--- src/include/apparent_energy_pkg.sv ---
// Operation
// - No offset correction is applied to the apparent power product itself.
// - Apparent power is added into a 49-bit accumulator on every step.
// - The total register shows bits 47 to 24 of the scaled accumulator.
// - One accumulation step happens every four master clock cycles.
// - Each addition into the accumulator is a signed addition.
// - Accumulator is divided by an unsigned 8-bit divider; zero means one.
// - A 24-bit read-to-clear energy register returns to zero on each read.
// - The energy register is unsigned for range, rollover and threshold events.
// - Half-full and overflow events are flagged and gated onto the interrupt.
// - Line energy accumulates only over whole half cycles from zero crossings.
// - Line accumulation always runs, with no mode bit.
// - An unsigned 16-bit count sets half cycles per line interval.
// - The line interval is shared with the active energy line accumulation.
// - Interval end sets the cycle-end flag and, if unmasked, pulls interrupt low.
// - Line energy uses the same data path and weight as the total register.
// - Apparent scaling differs from active: 0.848 at 50 Hz, 0.827 at 60 Hz.
// - Power is scaled by one plus a signed 12-bit trim over 4096 first.
`default_nettype none
package apparent_energy_pkg;
  localparam int ACC_W = 49;
  localparam int ENERGY_W = 24;
  localparam int ENERGY_LSB = 24;
  localparam int DIV_W = 8;
  localparam int GAIN_W = 12;
  localparam int GAIN_SHIFT = 12;
  localparam int COUNT_W = 16;
  localparam int PWR_W = 24;
  localparam int ADDR_W = 4;
  localparam int STEP_DIV = 4;
  localparam logic [1:0] STEP_LAST = 2'(STEP_DIV - 1);

  // Register indices on the register port
  localparam logic [3:0] ADDR_TOTAL = 4'h0;
  localparam logic [3:0] ADDR_DIVIDER = 4'h1;
  localparam logic [3:0] ADDR_READ_CLEAR = 4'h2;
  localparam logic [3:0] ADDR_HALF_CYCLES = 4'h3;
  localparam logic [3:0] ADDR_GAIN_TRIM = 4'h4;
  localparam logic [3:0] ADDR_LINE_ENERGY = 4'h5;

  localparam logic [7:0] DIVIDER_RESET = 8'h00;
  localparam logic [15:0] HALF_CYCLES_RESET = 16'hFFFF;
  localparam logic [11:0] GAIN_RESET = 12'h000;

  // Status flag positions
  localparam int FLAG_HALF_FULL = 0;
  localparam int FLAG_OVERFLOW = 1;
  localparam int FLAG_CYCLE_END = 2;
  localparam int FLAG_N = 3;

  typedef struct packed {
    logic wr;
    logic rd;
    logic [ADDR_W-1:0] addr;
    logic [ENERGY_W-1:0] wdata;
  } reg_req_t;
endpackage
`default_nettype wire

--- src/hw/apparent_energy_accumulator.sv ---
`default_nettype none
module apparent_energy_accumulator #(
  parameter int ACC_WIDTH = 49,
  parameter int PWR_WIDTH = 24
) (
  input wire logic I_CLOCK,
  input wire logic I_SRST,
  input wire logic signed [PWR_WIDTH-1:0] I_APPARENT_POWER,
  input wire logic I_ZERO_CROSS,
  input wire apparent_energy_pkg::reg_req_t I_REG_REQ,
  input wire logic [apparent_energy_pkg::FLAG_N-1:0] I_IRQ_MASK,
  input wire logic [apparent_energy_pkg::FLAG_N-1:0] I_STATUS_CLEAR,
  output logic [apparent_energy_pkg::ENERGY_W-1:0] O_REG_RDATA,
  output logic [apparent_energy_pkg::FLAG_N-1:0] O_STATUS,
  output logic O_LINE_INTERVAL_END,
  output logic O_IRQ_OUT,
  output logic O_IRQ_OE
);
  import apparent_energy_pkg::*;

  // ------------------------------------------------------------
  // Elaboration checks
  // ------------------------------------------------------------
  if (ACC_WIDTH != ACC_W) begin : g_acc_check
    $error("accumulator width must match the energy field layout");
  end
  if (PWR_WIDTH != PWR_W) begin : g_pwr_check
    $error("apparent power width not supported");
  end

  // ------------------------------------------------------------
  // Step enable
  // ------------------------------------------------------------
  logic [1:0] step_cnt_q;
  logic step;

  assign step = (step_cnt_q == STEP_LAST);

  always_ff @(posedge I_CLOCK) begin
    if (I_SRST) begin
      step_cnt_q <= 2'h0;
    end else begin
      step_cnt_q <= step_cnt_q + 2'h1;
    end
  end

  // ------------------------------------------------------------
  // Register file
  // ------------------------------------------------------------
  logic [DIV_W-1:0] divider_q;
  logic [COUNT_W-1:0] half_cycles_q;
  logic [GAIN_W-1:0] gain_q;
  logic [ENERGY_W-1:0] line_energy_q;
  logic wr_divider;
  logic wr_half_cycles;
  logic wr_gain;
  logic rd_clear;

  assign wr_divider = I_REG_REQ.wr && (I_REG_REQ.addr == ADDR_DIVIDER);
  assign wr_half_cycles = I_REG_REQ.wr && (I_REG_REQ.addr == ADDR_HALF_CYCLES);
  assign wr_gain = I_REG_REQ.wr && (I_REG_REQ.addr == ADDR_GAIN_TRIM);
  assign rd_clear = I_REG_REQ.rd && (I_REG_REQ.addr == ADDR_READ_CLEAR);

  always_ff @(posedge I_CLOCK) begin
    if (I_SRST) begin
      divider_q <= DIVIDER_RESET;
      half_cycles_q <= HALF_CYCLES_RESET;
      gain_q <= GAIN_RESET;
    end else begin
      if (wr_divider) begin
        divider_q <= I_REG_REQ.wdata[DIV_W-1:0];
      end
      if (wr_half_cycles) begin
        half_cycles_q <= I_REG_REQ.wdata[COUNT_W-1:0];
      end
      if (wr_gain) begin
        gain_q <= I_REG_REQ.wdata[GAIN_W-1:0];
      end
    end
  end

  // ------------------------------------------------------------
  // Gain trim
  // ------------------------------------------------------------
  logic signed [PWR_W+GAIN_W-1:0] trim_prod;
  logic signed [PWR_W:0] scaled_pwr;
  logic signed [ACC_W-1:0] step_add;

  // Raw product enters with no offset term; upstream rms trims cover it
  // Apparent weight differs from active by design of the upstream chain
  assign trim_prod = I_APPARENT_POWER * $signed(gain_q);
  assign scaled_pwr = (PWR_W + 1)'(I_APPARENT_POWER)
    + (PWR_W + 1)'(trim_prod >>> GAIN_SHIFT);
  assign step_add = ACC_W'(scaled_pwr);

  // ------------------------------------------------------------
  // Shared scaling path
  // ------------------------------------------------------------
  function automatic logic [ENERGY_W-1:0] energy_field(input logic [ACC_W-1:0] acc,
      input logic [DIV_W-1:0] div);
    logic [ACC_W-1:0] divisor;
    logic [ACC_W-1:0] quot;
    divisor = (div == '0) ? ACC_W'(1) : ACC_W'(div);
    quot = acc / divisor;
    energy_field = quot[ENERGY_LSB +: ENERGY_W];
  endfunction

  // ------------------------------------------------------------
  // Free-running total
  // ------------------------------------------------------------
  logic [ACC_W-1:0] total_acc_q;
  logic [ACC_W-1:0] total_acc_d;
  logic [ENERGY_W-1:0] total_now;
  logic [ENERGY_W-1:0] total_next;
  logic half_full_evt;
  logic overflow_evt;

  assign total_acc_d = total_acc_q + step_add;
  assign total_now = energy_field(total_acc_q, divider_q);
  assign total_next = energy_field(total_acc_d, divider_q);
  assign half_full_evt = step && !total_now[ENERGY_W-1] && total_next[ENERGY_W-1];
  assign overflow_evt = step && total_now[ENERGY_W-1] && !total_next[ENERGY_W-1]
    && !step_add[ACC_W-1];

  always_ff @(posedge I_CLOCK) begin
    if (I_SRST) begin
      total_acc_q <= '0;
    end else if (step) begin
      total_acc_q <= total_acc_d;
    end
  end

  // ------------------------------------------------------------
  // Read-to-clear copy
  // ------------------------------------------------------------
  logic [ACC_W-1:0] clear_acc_q;

  always_ff @(posedge I_CLOCK) begin
    if (I_SRST) begin
      clear_acc_q <= '0;
    end else if (rd_clear) begin
      clear_acc_q <= step ? step_add : '0;
    end else if (step) begin
      clear_acc_q <= clear_acc_q + step_add;
    end
  end

  // ------------------------------------------------------------
  // Line interval
  // ------------------------------------------------------------
  logic [COUNT_W-1:0] zx_cnt_q;
  logic armed_q;
  logic [ACC_W-1:0] line_acc_q;
  logic interval_end;
  logic line_end_q;

  // Interval starts at a zero crossing and ends on the Nth crossing after it
  assign interval_end = armed_q && I_ZERO_CROSS && (half_cycles_q != '0)
    && (zx_cnt_q + 16'h0001 >= half_cycles_q);

  always_ff @(posedge I_CLOCK) begin
    if (I_SRST || wr_half_cycles) begin
      zx_cnt_q <= '0;
      armed_q <= 1'b0;
    end else if (I_ZERO_CROSS) begin
      armed_q <= 1'b1;
      zx_cnt_q <= interval_end ? '0 : (armed_q ? zx_cnt_q + 16'h0001 : '0);
    end
  end

  always_ff @(posedge I_CLOCK) begin
    if (I_SRST || wr_half_cycles || !armed_q) begin
      line_acc_q <= '0;
    end else if (interval_end) begin
      line_acc_q <= step ? step_add : '0;
    end else if (step) begin
      line_acc_q <= line_acc_q + step_add;
    end
  end

  always_ff @(posedge I_CLOCK) begin
    if (I_SRST) begin
      line_energy_q <= '0;
      line_end_q <= 1'b0;
    end else begin
      line_end_q <= interval_end;
      if (interval_end) begin
        line_energy_q <= energy_field(line_acc_q, divider_q);
      end
    end
  end

  assign O_LINE_INTERVAL_END = line_end_q;

  // ------------------------------------------------------------
  // Status and interrupt
  // ------------------------------------------------------------
  logic [FLAG_N-1:0] status_q;
  logic [FLAG_N-1:0] status_set;
  logic irq_q;

  always_comb begin
    status_set = '0;
    status_set[FLAG_HALF_FULL] = half_full_evt;
    status_set[FLAG_OVERFLOW] = overflow_evt;
    status_set[FLAG_CYCLE_END] = interval_end;
  end

  always_ff @(posedge I_CLOCK) begin
    if (I_SRST) begin
      status_q <= '0;
      irq_q <= 1'b0;
    end else begin
      status_q <= (status_q & ~I_STATUS_CLEAR) | status_set;
      irq_q <= |(((status_q & ~I_STATUS_CLEAR) | status_set) & I_IRQ_MASK);
    end
  end

  assign O_STATUS = status_q;
  assign O_IRQ_OUT = 1'b0;
  assign O_IRQ_OE = irq_q;

  // ------------------------------------------------------------
  // Read data
  // ------------------------------------------------------------
  logic [ENERGY_W-1:0] rdata_sel;

  always_comb begin
    case (I_REG_REQ.addr)
      ADDR_TOTAL: rdata_sel = total_now;
      ADDR_DIVIDER: rdata_sel = ENERGY_W'(divider_q);
      ADDR_READ_CLEAR: rdata_sel = energy_field(clear_acc_q, divider_q);
      ADDR_HALF_CYCLES: rdata_sel = ENERGY_W'(half_cycles_q);
      ADDR_GAIN_TRIM: rdata_sel = ENERGY_W'(gain_q);
      ADDR_LINE_ENERGY: rdata_sel = line_energy_q;
      default: rdata_sel = '0;
    endcase
  end

  always_ff @(posedge I_CLOCK) begin
    if (I_SRST) begin
      O_REG_RDATA <= '0;
    end else if (I_REG_REQ.rd) begin
      O_REG_RDATA <= rdata_sel;
    end
  end
endmodule
`default_nettype wire

--- config.mk ---
export PLATFORM = sky130hd
export DESIGN_NAME = apparent_energy_accumulator
export DESIGN_NICKNAME = d
export VERILOG_FILES = /design/src/include/apparent_energy_pkg.sv /design/src/hw/apparent_energy_accumulator.sv
export SDC_FILE = /design/constraint.sdc
export NUM_CORES = 2
export LEC_CHECK = 0
export ABC_AREA = 1
export BUFFER_PORTS_ARGS = -buffer_cell sky130_fd_sc_hd__buf_4
export CORE_MARGIN = 10
export CORE_UTILIZATION = 50
export CTS_CLUSTER_SIZE = 16
export DETAILED_ROUTE_END_ITERATION = 7
export PLACE_DENSITY = 0.76
export SLEW_MARGIN = 30
export SYNTH_ARGS = -nofsm -noshare
export SYNTH_HDL_FRONTEND = slang
export SYNTH_SLANG_ARGS = --single-unit
--- constraint.sdc ---
create_clock -name I_CLOCK -period 47.8 [get_ports I_CLOCK]
set_input_delay 2.39 -clock I_CLOCK [delete_from_list [all_inputs] [get_ports I_CLOCK]]
set_output_delay 2.39 -clock I_CLOCK [all_outputs]
set_load 0.02 [all_outputs]
### Yosys cells after proc, flatten, opt, wreduce, memory -nomap -nowiden

Index checks and enable logic that the tools add are counted.

| cells by class | value |
|---|---|
| bitwise operators | 4 |
| add/sub/neg operators | 6 |
| reductions and logical operators | 24 |
| magnitude comparators | 1 |
| mux-type cells | 9 |
| div/mod/pow operators | 4 |
| eq/ne operators | 6 |
| multipliers | 1 |

Operators with widths:

| cell | count |
|---|---|
| two-way mux 49 bit | 5 |
| divider 49 x 49 -> 49 bit | 4 |
| adder 49 bit | 3 |
| case mux 24 bit (6 select lines) | 1 |
| multiplier 24 x 12 -> 36 bit | 1 |
| two-way mux 16 bit | 2 |
| adder 24 x 24 -> 25 bit | 1 |
| adder 16 x 1 -> 16 bit (second input constant) | 1 |
| >= comparator 16 bit | 1 |
| nonzero test 16 bit | 1 |
| logical AND 1 bit | 12 |
| equality test 4 x 2 -> 1 bit (second input constant) | 2 |
| equality test 4 x 3 -> 1 bit (second input constant) | 2 |
| zero test 8 bit | 1 |
| two-way mux 8 bit | 1 |
| AND 3 bit | 2 |
| equality test 4 x 1 -> 1 bit (second input constant) | 1 |
| zero test 1 bit | 4 |
| zero test 4 bit | 1 |
| nonzero test 2 bit | 2 |
| inverter 3 bit | 1 |
| bitwise OR 3 bit | 1 |
| OR reduction 3 bit | 1 |
| adder 2 x 1 -> 2 bit (second input constant) | 1 |
| 2 further kinds | 3 |

| word-level totals | value |
|---|---|
| output and inout bits | 30 |
| register bits | 255 |
| input bits | 63 |
| logic and storage cells | 69 |

### Logic depth before layout (Yosys ltp)

| depth | value |
|---|---|
| depth after elaboration | 10 |
| depth in mapped cells | 351 |
| mapped depth without buffers | 330 |

### Least setup slack after synthesis

OpenSTA, ideal clock, no wires.

| path | value |
|---|---|
| path kind | register -> register |
| from | register divider_q[1] |
| to | register O_REG_RDATA[0] (netlist name) |
| cell stages (with the launch flop) | 336 |
| data required time | 47.686 ns |
| setup slack | 0.075 ns |
| arrival time | 47.612 ns |
| path buffers | 24 |
| cell sequence | dfxtp_1 inv_1 nand2_1 nor2_1 nor2_1 ha_1 nand3_1 and2_1 ha_1 o21ai_0 nand2_1 nand3_2 o21ai_1 ha_1 inv_1 o21bai_1 nand2_1 nand2_1 (+300 left out) buf_4 nand2_1 o31ai_1 ha_1 a21oi_1 o21ai_0 nand3_1 nand2_1 nand3_1 nand2_1 nand2_1 a21oi_1 nor3_1 nand2_1 nand2_1 nand3_1 nand2_1 a21oi_2 |

| between the ends | value |
|---|---|
| cells in the longest elaborated chain, start to end | 4 |

Ends and longest elaborated chain:

| item | RTL line | text |
|---|---|---|
| from (decl) | apparent_energy_accumulator.sv:50 | `logic [DIV_W-1:0] divider_q;` |
| from (signal assigned) | apparent_energy_accumulator.sv:71 | `divider_q <= I_REG_REQ.wdata[DIV_W-1:0];` |
| zero test 8 bit | apparent_energy_accumulator.sv:103 | `divisor = (div == '0) ? ACC_W'(1) : ACC_W'(div);` |
| two-way mux 8 bit (*) | apparent_energy_accumulator.sv:103 |  |
| divider 49 x 49 -> 49 bit | apparent_energy_accumulator.sv:104 | `quot = acc / divisor;` |
| case mux 24 bit (6 select lines) (*) | apparent_energy_accumulator.sv:229 | `case (I_REG_REQ.addr)` |
| to (signal assigned) | apparent_energy_accumulator.sv:244 | `O_REG_RDATA <= rdata_sel;` |
| to (decl) | apparent_energy_accumulator.sv:13 | `output logic [apparent_energy_pkg::ENERGY_W-1:0] O_REG_RDATA,` |

Mark *: on every way between the ends. The rest lies on a longest branch, timed or not.
A chain may end at the register's enable or synchronous reset.

### Final worst setup path

| path | value |
|---|---|
| from | register divider_q[5] |
| to | register O_REG_RDATA[0] (netlist name) |

Same word-level chain as after synthesis.

==> metrics.csv <==
stage,metric,value,unit
logic_synthesis,syn-mean-instance-area,6.31,um^2
setup_path,rrSetupSlack,4020,ps
place,post-dp-hpwl,157,mm
final_layout,layout_commonest_cell,nand2_1,
detailed_routing,vias_per_cell,5.51,
place,portBuffers,83,
logic_synthesis,syn_inst,11100,
final_layout,area_delta_synth_final,6.71,%
logic_synthesis,synth-adder-area-share,21.4,%
place,placed_area,0.0717,mm^2
sta,layout_setup_ws,4020,ps
sta,tightestPinTransition,1020,ps
final_layout,utilization,53.5,%
logic_synthesis,ys_types,92,
sta,maxSlewViolCount,0,
floorplan,start_util,50.2,%
sta,finalCritPeriodShare,91.6,%
logic_synthesis,synth-edff-count,0,
final_layout,fill_cells,13600,
logic_synthesis,yosysWarnings,0,
detailed_routing,firstDrtPassIters,6,
hold_path,min_to,step_cnt_q[0]$_SDFF_PP0_,
setup_path,crit_arrival,44210,ps
logic_synthesis,synth_area,0.0698,mm^2
detailed_routing,drt_wl_total,200,mm
clock_network,cts_root_buf,clkbuf_16,
clock_network,clock_latency,580,ps
floorplan,ios,93,
final_layout,regArea,0.00511,mm^2
final_layout,drive_gt1_share,12.9,%
grt,overflow,0,
logic_synthesis,ys_seq_area_share,7.32,%
logic_synthesis,yosysTopAreaCellShare,14.0,%
sta,relSlewSlack,31.5,%
final_layout,mostFrequentLayoutCells,"2,596 x nand2_1, 1,681 x inv_1, 784 x nor2_1, 771 x ha_1, 650 x a21oi_1",
logic_synthesis,synth_seq_cells,255,
detailed_routing,wl_per_cell,15.4,um
setup_path,r2r-start,divider_q[5]$_SDFFE_PP0P_,
place,gp_congestion,0.958,
grt,grt_pass1_vias,67900,
sta,hold_slack,434,ps
setup_path,r2r_end,O_REG_RDATA[0]$_SDFFE_PP0P_,
setup_path,crit_path_top_delay_cell,ha_1,
hold_path,hold_depth,1,
clock_network,cts_buffer_depth,3,
setup_path,max_stage_delay,390,ps
final_layout,multi_input_area,0.0566,mm^2
sta,final.setup_skew,37.2,ps
place,dp_worst_setup_slack,-246,ps
logic_synthesis,synth_area_leader_cell,nand2_1,
run,max-cap-violations,0,
logic_synthesis,synth_compound_area_share,14.9,%
hold_path,hold_path.class,flip-flop to flip-flop,
grt,grt_pass1_wl,328,mm
sta,fmax,0.0228,GHz
detailed_routing,via_count,71400,
setup_path,r2r_cells,322,
floorplan,die-area,0.155,mm^2
grt,antenna_found_initial,6,
grt,grt_max_degree,76,
setup_path,crit_type,flip-flop to flip-flop,
clock_network,cts_sinks,255,
setup_path,crit_required,48230,ps
grt,groute.usage.overall,24.5,%
setup_path,startpoint_type,flip-flop,
sta,finalHoldViolCount,0,
logic_synthesis,yosys-top-cells-area,"nand2_1 14%, ha_1 14%, inv_1 9.2%",
logic_synthesis,ys_async_sr_fraction,0,%
final_layout,nNetsFinal,12200,
logic_synthesis,muxShareOfSynthArea,0.0143,%
logic_synthesis,synthSimpleGateAreaFrac,37.0,%
floorplan,rows,137,
detailed_routing,drc,0,
clock_network,cts_hold_buf,0,
clock_network,numCtsBuffers,34,
hold_path,hold_start,step_cnt_q[0]$_SDFF_PP0_,
logic_synthesis,postSynthNetCount,12200,
clock_network,h-tree-depth,2,
floorplan,die_y,394,um
floorplan,die-width,394,um
final_layout,finalInstanceArea,0.0744,mm^2
floorplan,core,0.139,mm^2
sta,finalCriticalPeriod,43780,ps
clock_network,clk_pin_slew,60,ps
setup_path,crit_top_cell,nand2_1,
logic_synthesis,synth_top_family_by_area,simple AND/OR/NAND/NOR gates,
detailed_routing,antenna_left,0,
status,status,"finished, final reports clean",
logic_synthesis,ys.flop_type,dfxtp_1,
setup_path,end_kind,flip-flop,
logic_synthesis,synth-xor-area-share,6.85,%
clock_network,cts_tree,done,
detailed_routing,drt_first_iter_violations,5310,
setup_path,critPathMaxFanout,22,
sta,setup_violations,0,
## cells in the mapped netlist (all sizes together) (22+ instances only)
cell    count
clkbuf    232
o31ai      22
a21oi     703
a21o       47
nand3     790
o21bai     66
clkinv     33
fa        260
xnor2     193
o21ai     781
o211ai     65
buf        85
or2       130
nand4     245
dfxtp     255
nand3b     63
nor2      958
xor2      351
ha        777
inv      1770
nor4       29
nor3       95
o221ai     23
nand2    2914
## logic make-up after synthesis
family                   after synthesis
flip-flops                           255
buffers and inverters               2125
other                                  1
AND/OR/NAND/NOR                     5256
XOR/XNOR                             544
multiplexers                           1
AO/OA/AOI/OAI                       1837
adder cells (fa/ha/maj)             1037
## metal layers
| metal | vias to the layer above | wire, um | GRT usage [%] | share of wire [%] |
|---|---|---|---|---|
| met5 | - | 69 | 0 | 0.034 |
| met4 | 12 | 6280 | 7.73 | 3.1 |
| met1 | 33300 | 88200 | 31.6 | 44 |
| met2 | 1825 | 93100 | 42.2 | 46 |
| met3 | 363 | 12700 | 2.94 | 6.4 |
| li1 | 35900 | - | - | - |
## how the worst max path moves through the flow
stage,slack [ps],start,to
5_1_grt,-320,divider_q[5]$_SDFFE_PP0P_,O_REG_RDATA[0]$_SDFFE_PP0P_
3_5_place_dp,-250,divider_q[7]$_SDFFE_PP0P_,O_REG_RDATA[0]$_SDFFE_PP0P_
3_3_place_gp,690,divider_q[7]$_SDFFE_PP0P_,O_REG_RDATA[0]$_SDFFE_PP0P_
4_1_cts,3,divider_q[7]$_SDFFE_PP0P_,O_REG_RDATA[0]$_SDFFE_PP0P_
2_1_floorplan,70,divider_q[1]$_SDFFE_PP0P_,O_REG_RDATA[0]$_SDFFE_PP0P_
6_report,4020,divider_q[5]$_SDFFE_PP0P_,O_REG_RDATA[0]$_SDFFE_PP0P_
## worst max-delay path, delay by kind of cell, from the launching register on
| family | cells | cell delay, ps |
|---|---|---|
| buffers and inverters | 45 | 4800 |
| adders and majority gates | 25 | 7660 |
| AOI/OAI and AO/OA | 88 | 13260 |
| DFF | 1 | 370 |
| and+or+nand+nor | 164 | 17500 |
## final cells by class
cell class | instances | share of cell area [%]
repair inverters | 4 | 0.0303
flip-flops and latches | 255 | 6.86
repair buffers | 288 | 3.03
inverters | 1806 | 9.35
clock buffers | 46 | 1.30
clock inverters | 14 | 0.203
multi-input cells | 8683 | 76.1
diodes | 1 | 0.00336
well taps | 1876 | 3.15
## sequential cells by signal, indices dropped and copies added, names as in the netlist
signal	count
armed_q	1
gain_q	12
O_REG_RDATA	24
zx_cnt_q	16
O_IRQ_OE	1
line_acc_q	49
O_LINE_INTERVAL_END	1
step_cnt_q	2
divider_q	8
line_energy_q	24
O_STATUS	3
clear_acc_q	49
half_cycles_q	16
total_acc_q	49
## through the flow
stage / instances / setup TNS, ps
finish: 13000 / 0
global route: 13000 / -517
CTS: 12900 / 0
detailed placement: 12800 / -246
global placement: 12800 / 0
floorplan: 11100 / 0
## repair_timing
item | in CTS | in global routing
setup buffers | 2 | 98
setup endpoints to repair | 2 | 6
resized for setup | 3 | 221
gates cloned | 0 | 11
pin swaps | 1 | 40
Power is left out: the tool's default activity adds up to more than one toggle a clock period on the data nets, which glitch-free logic cannot reach.
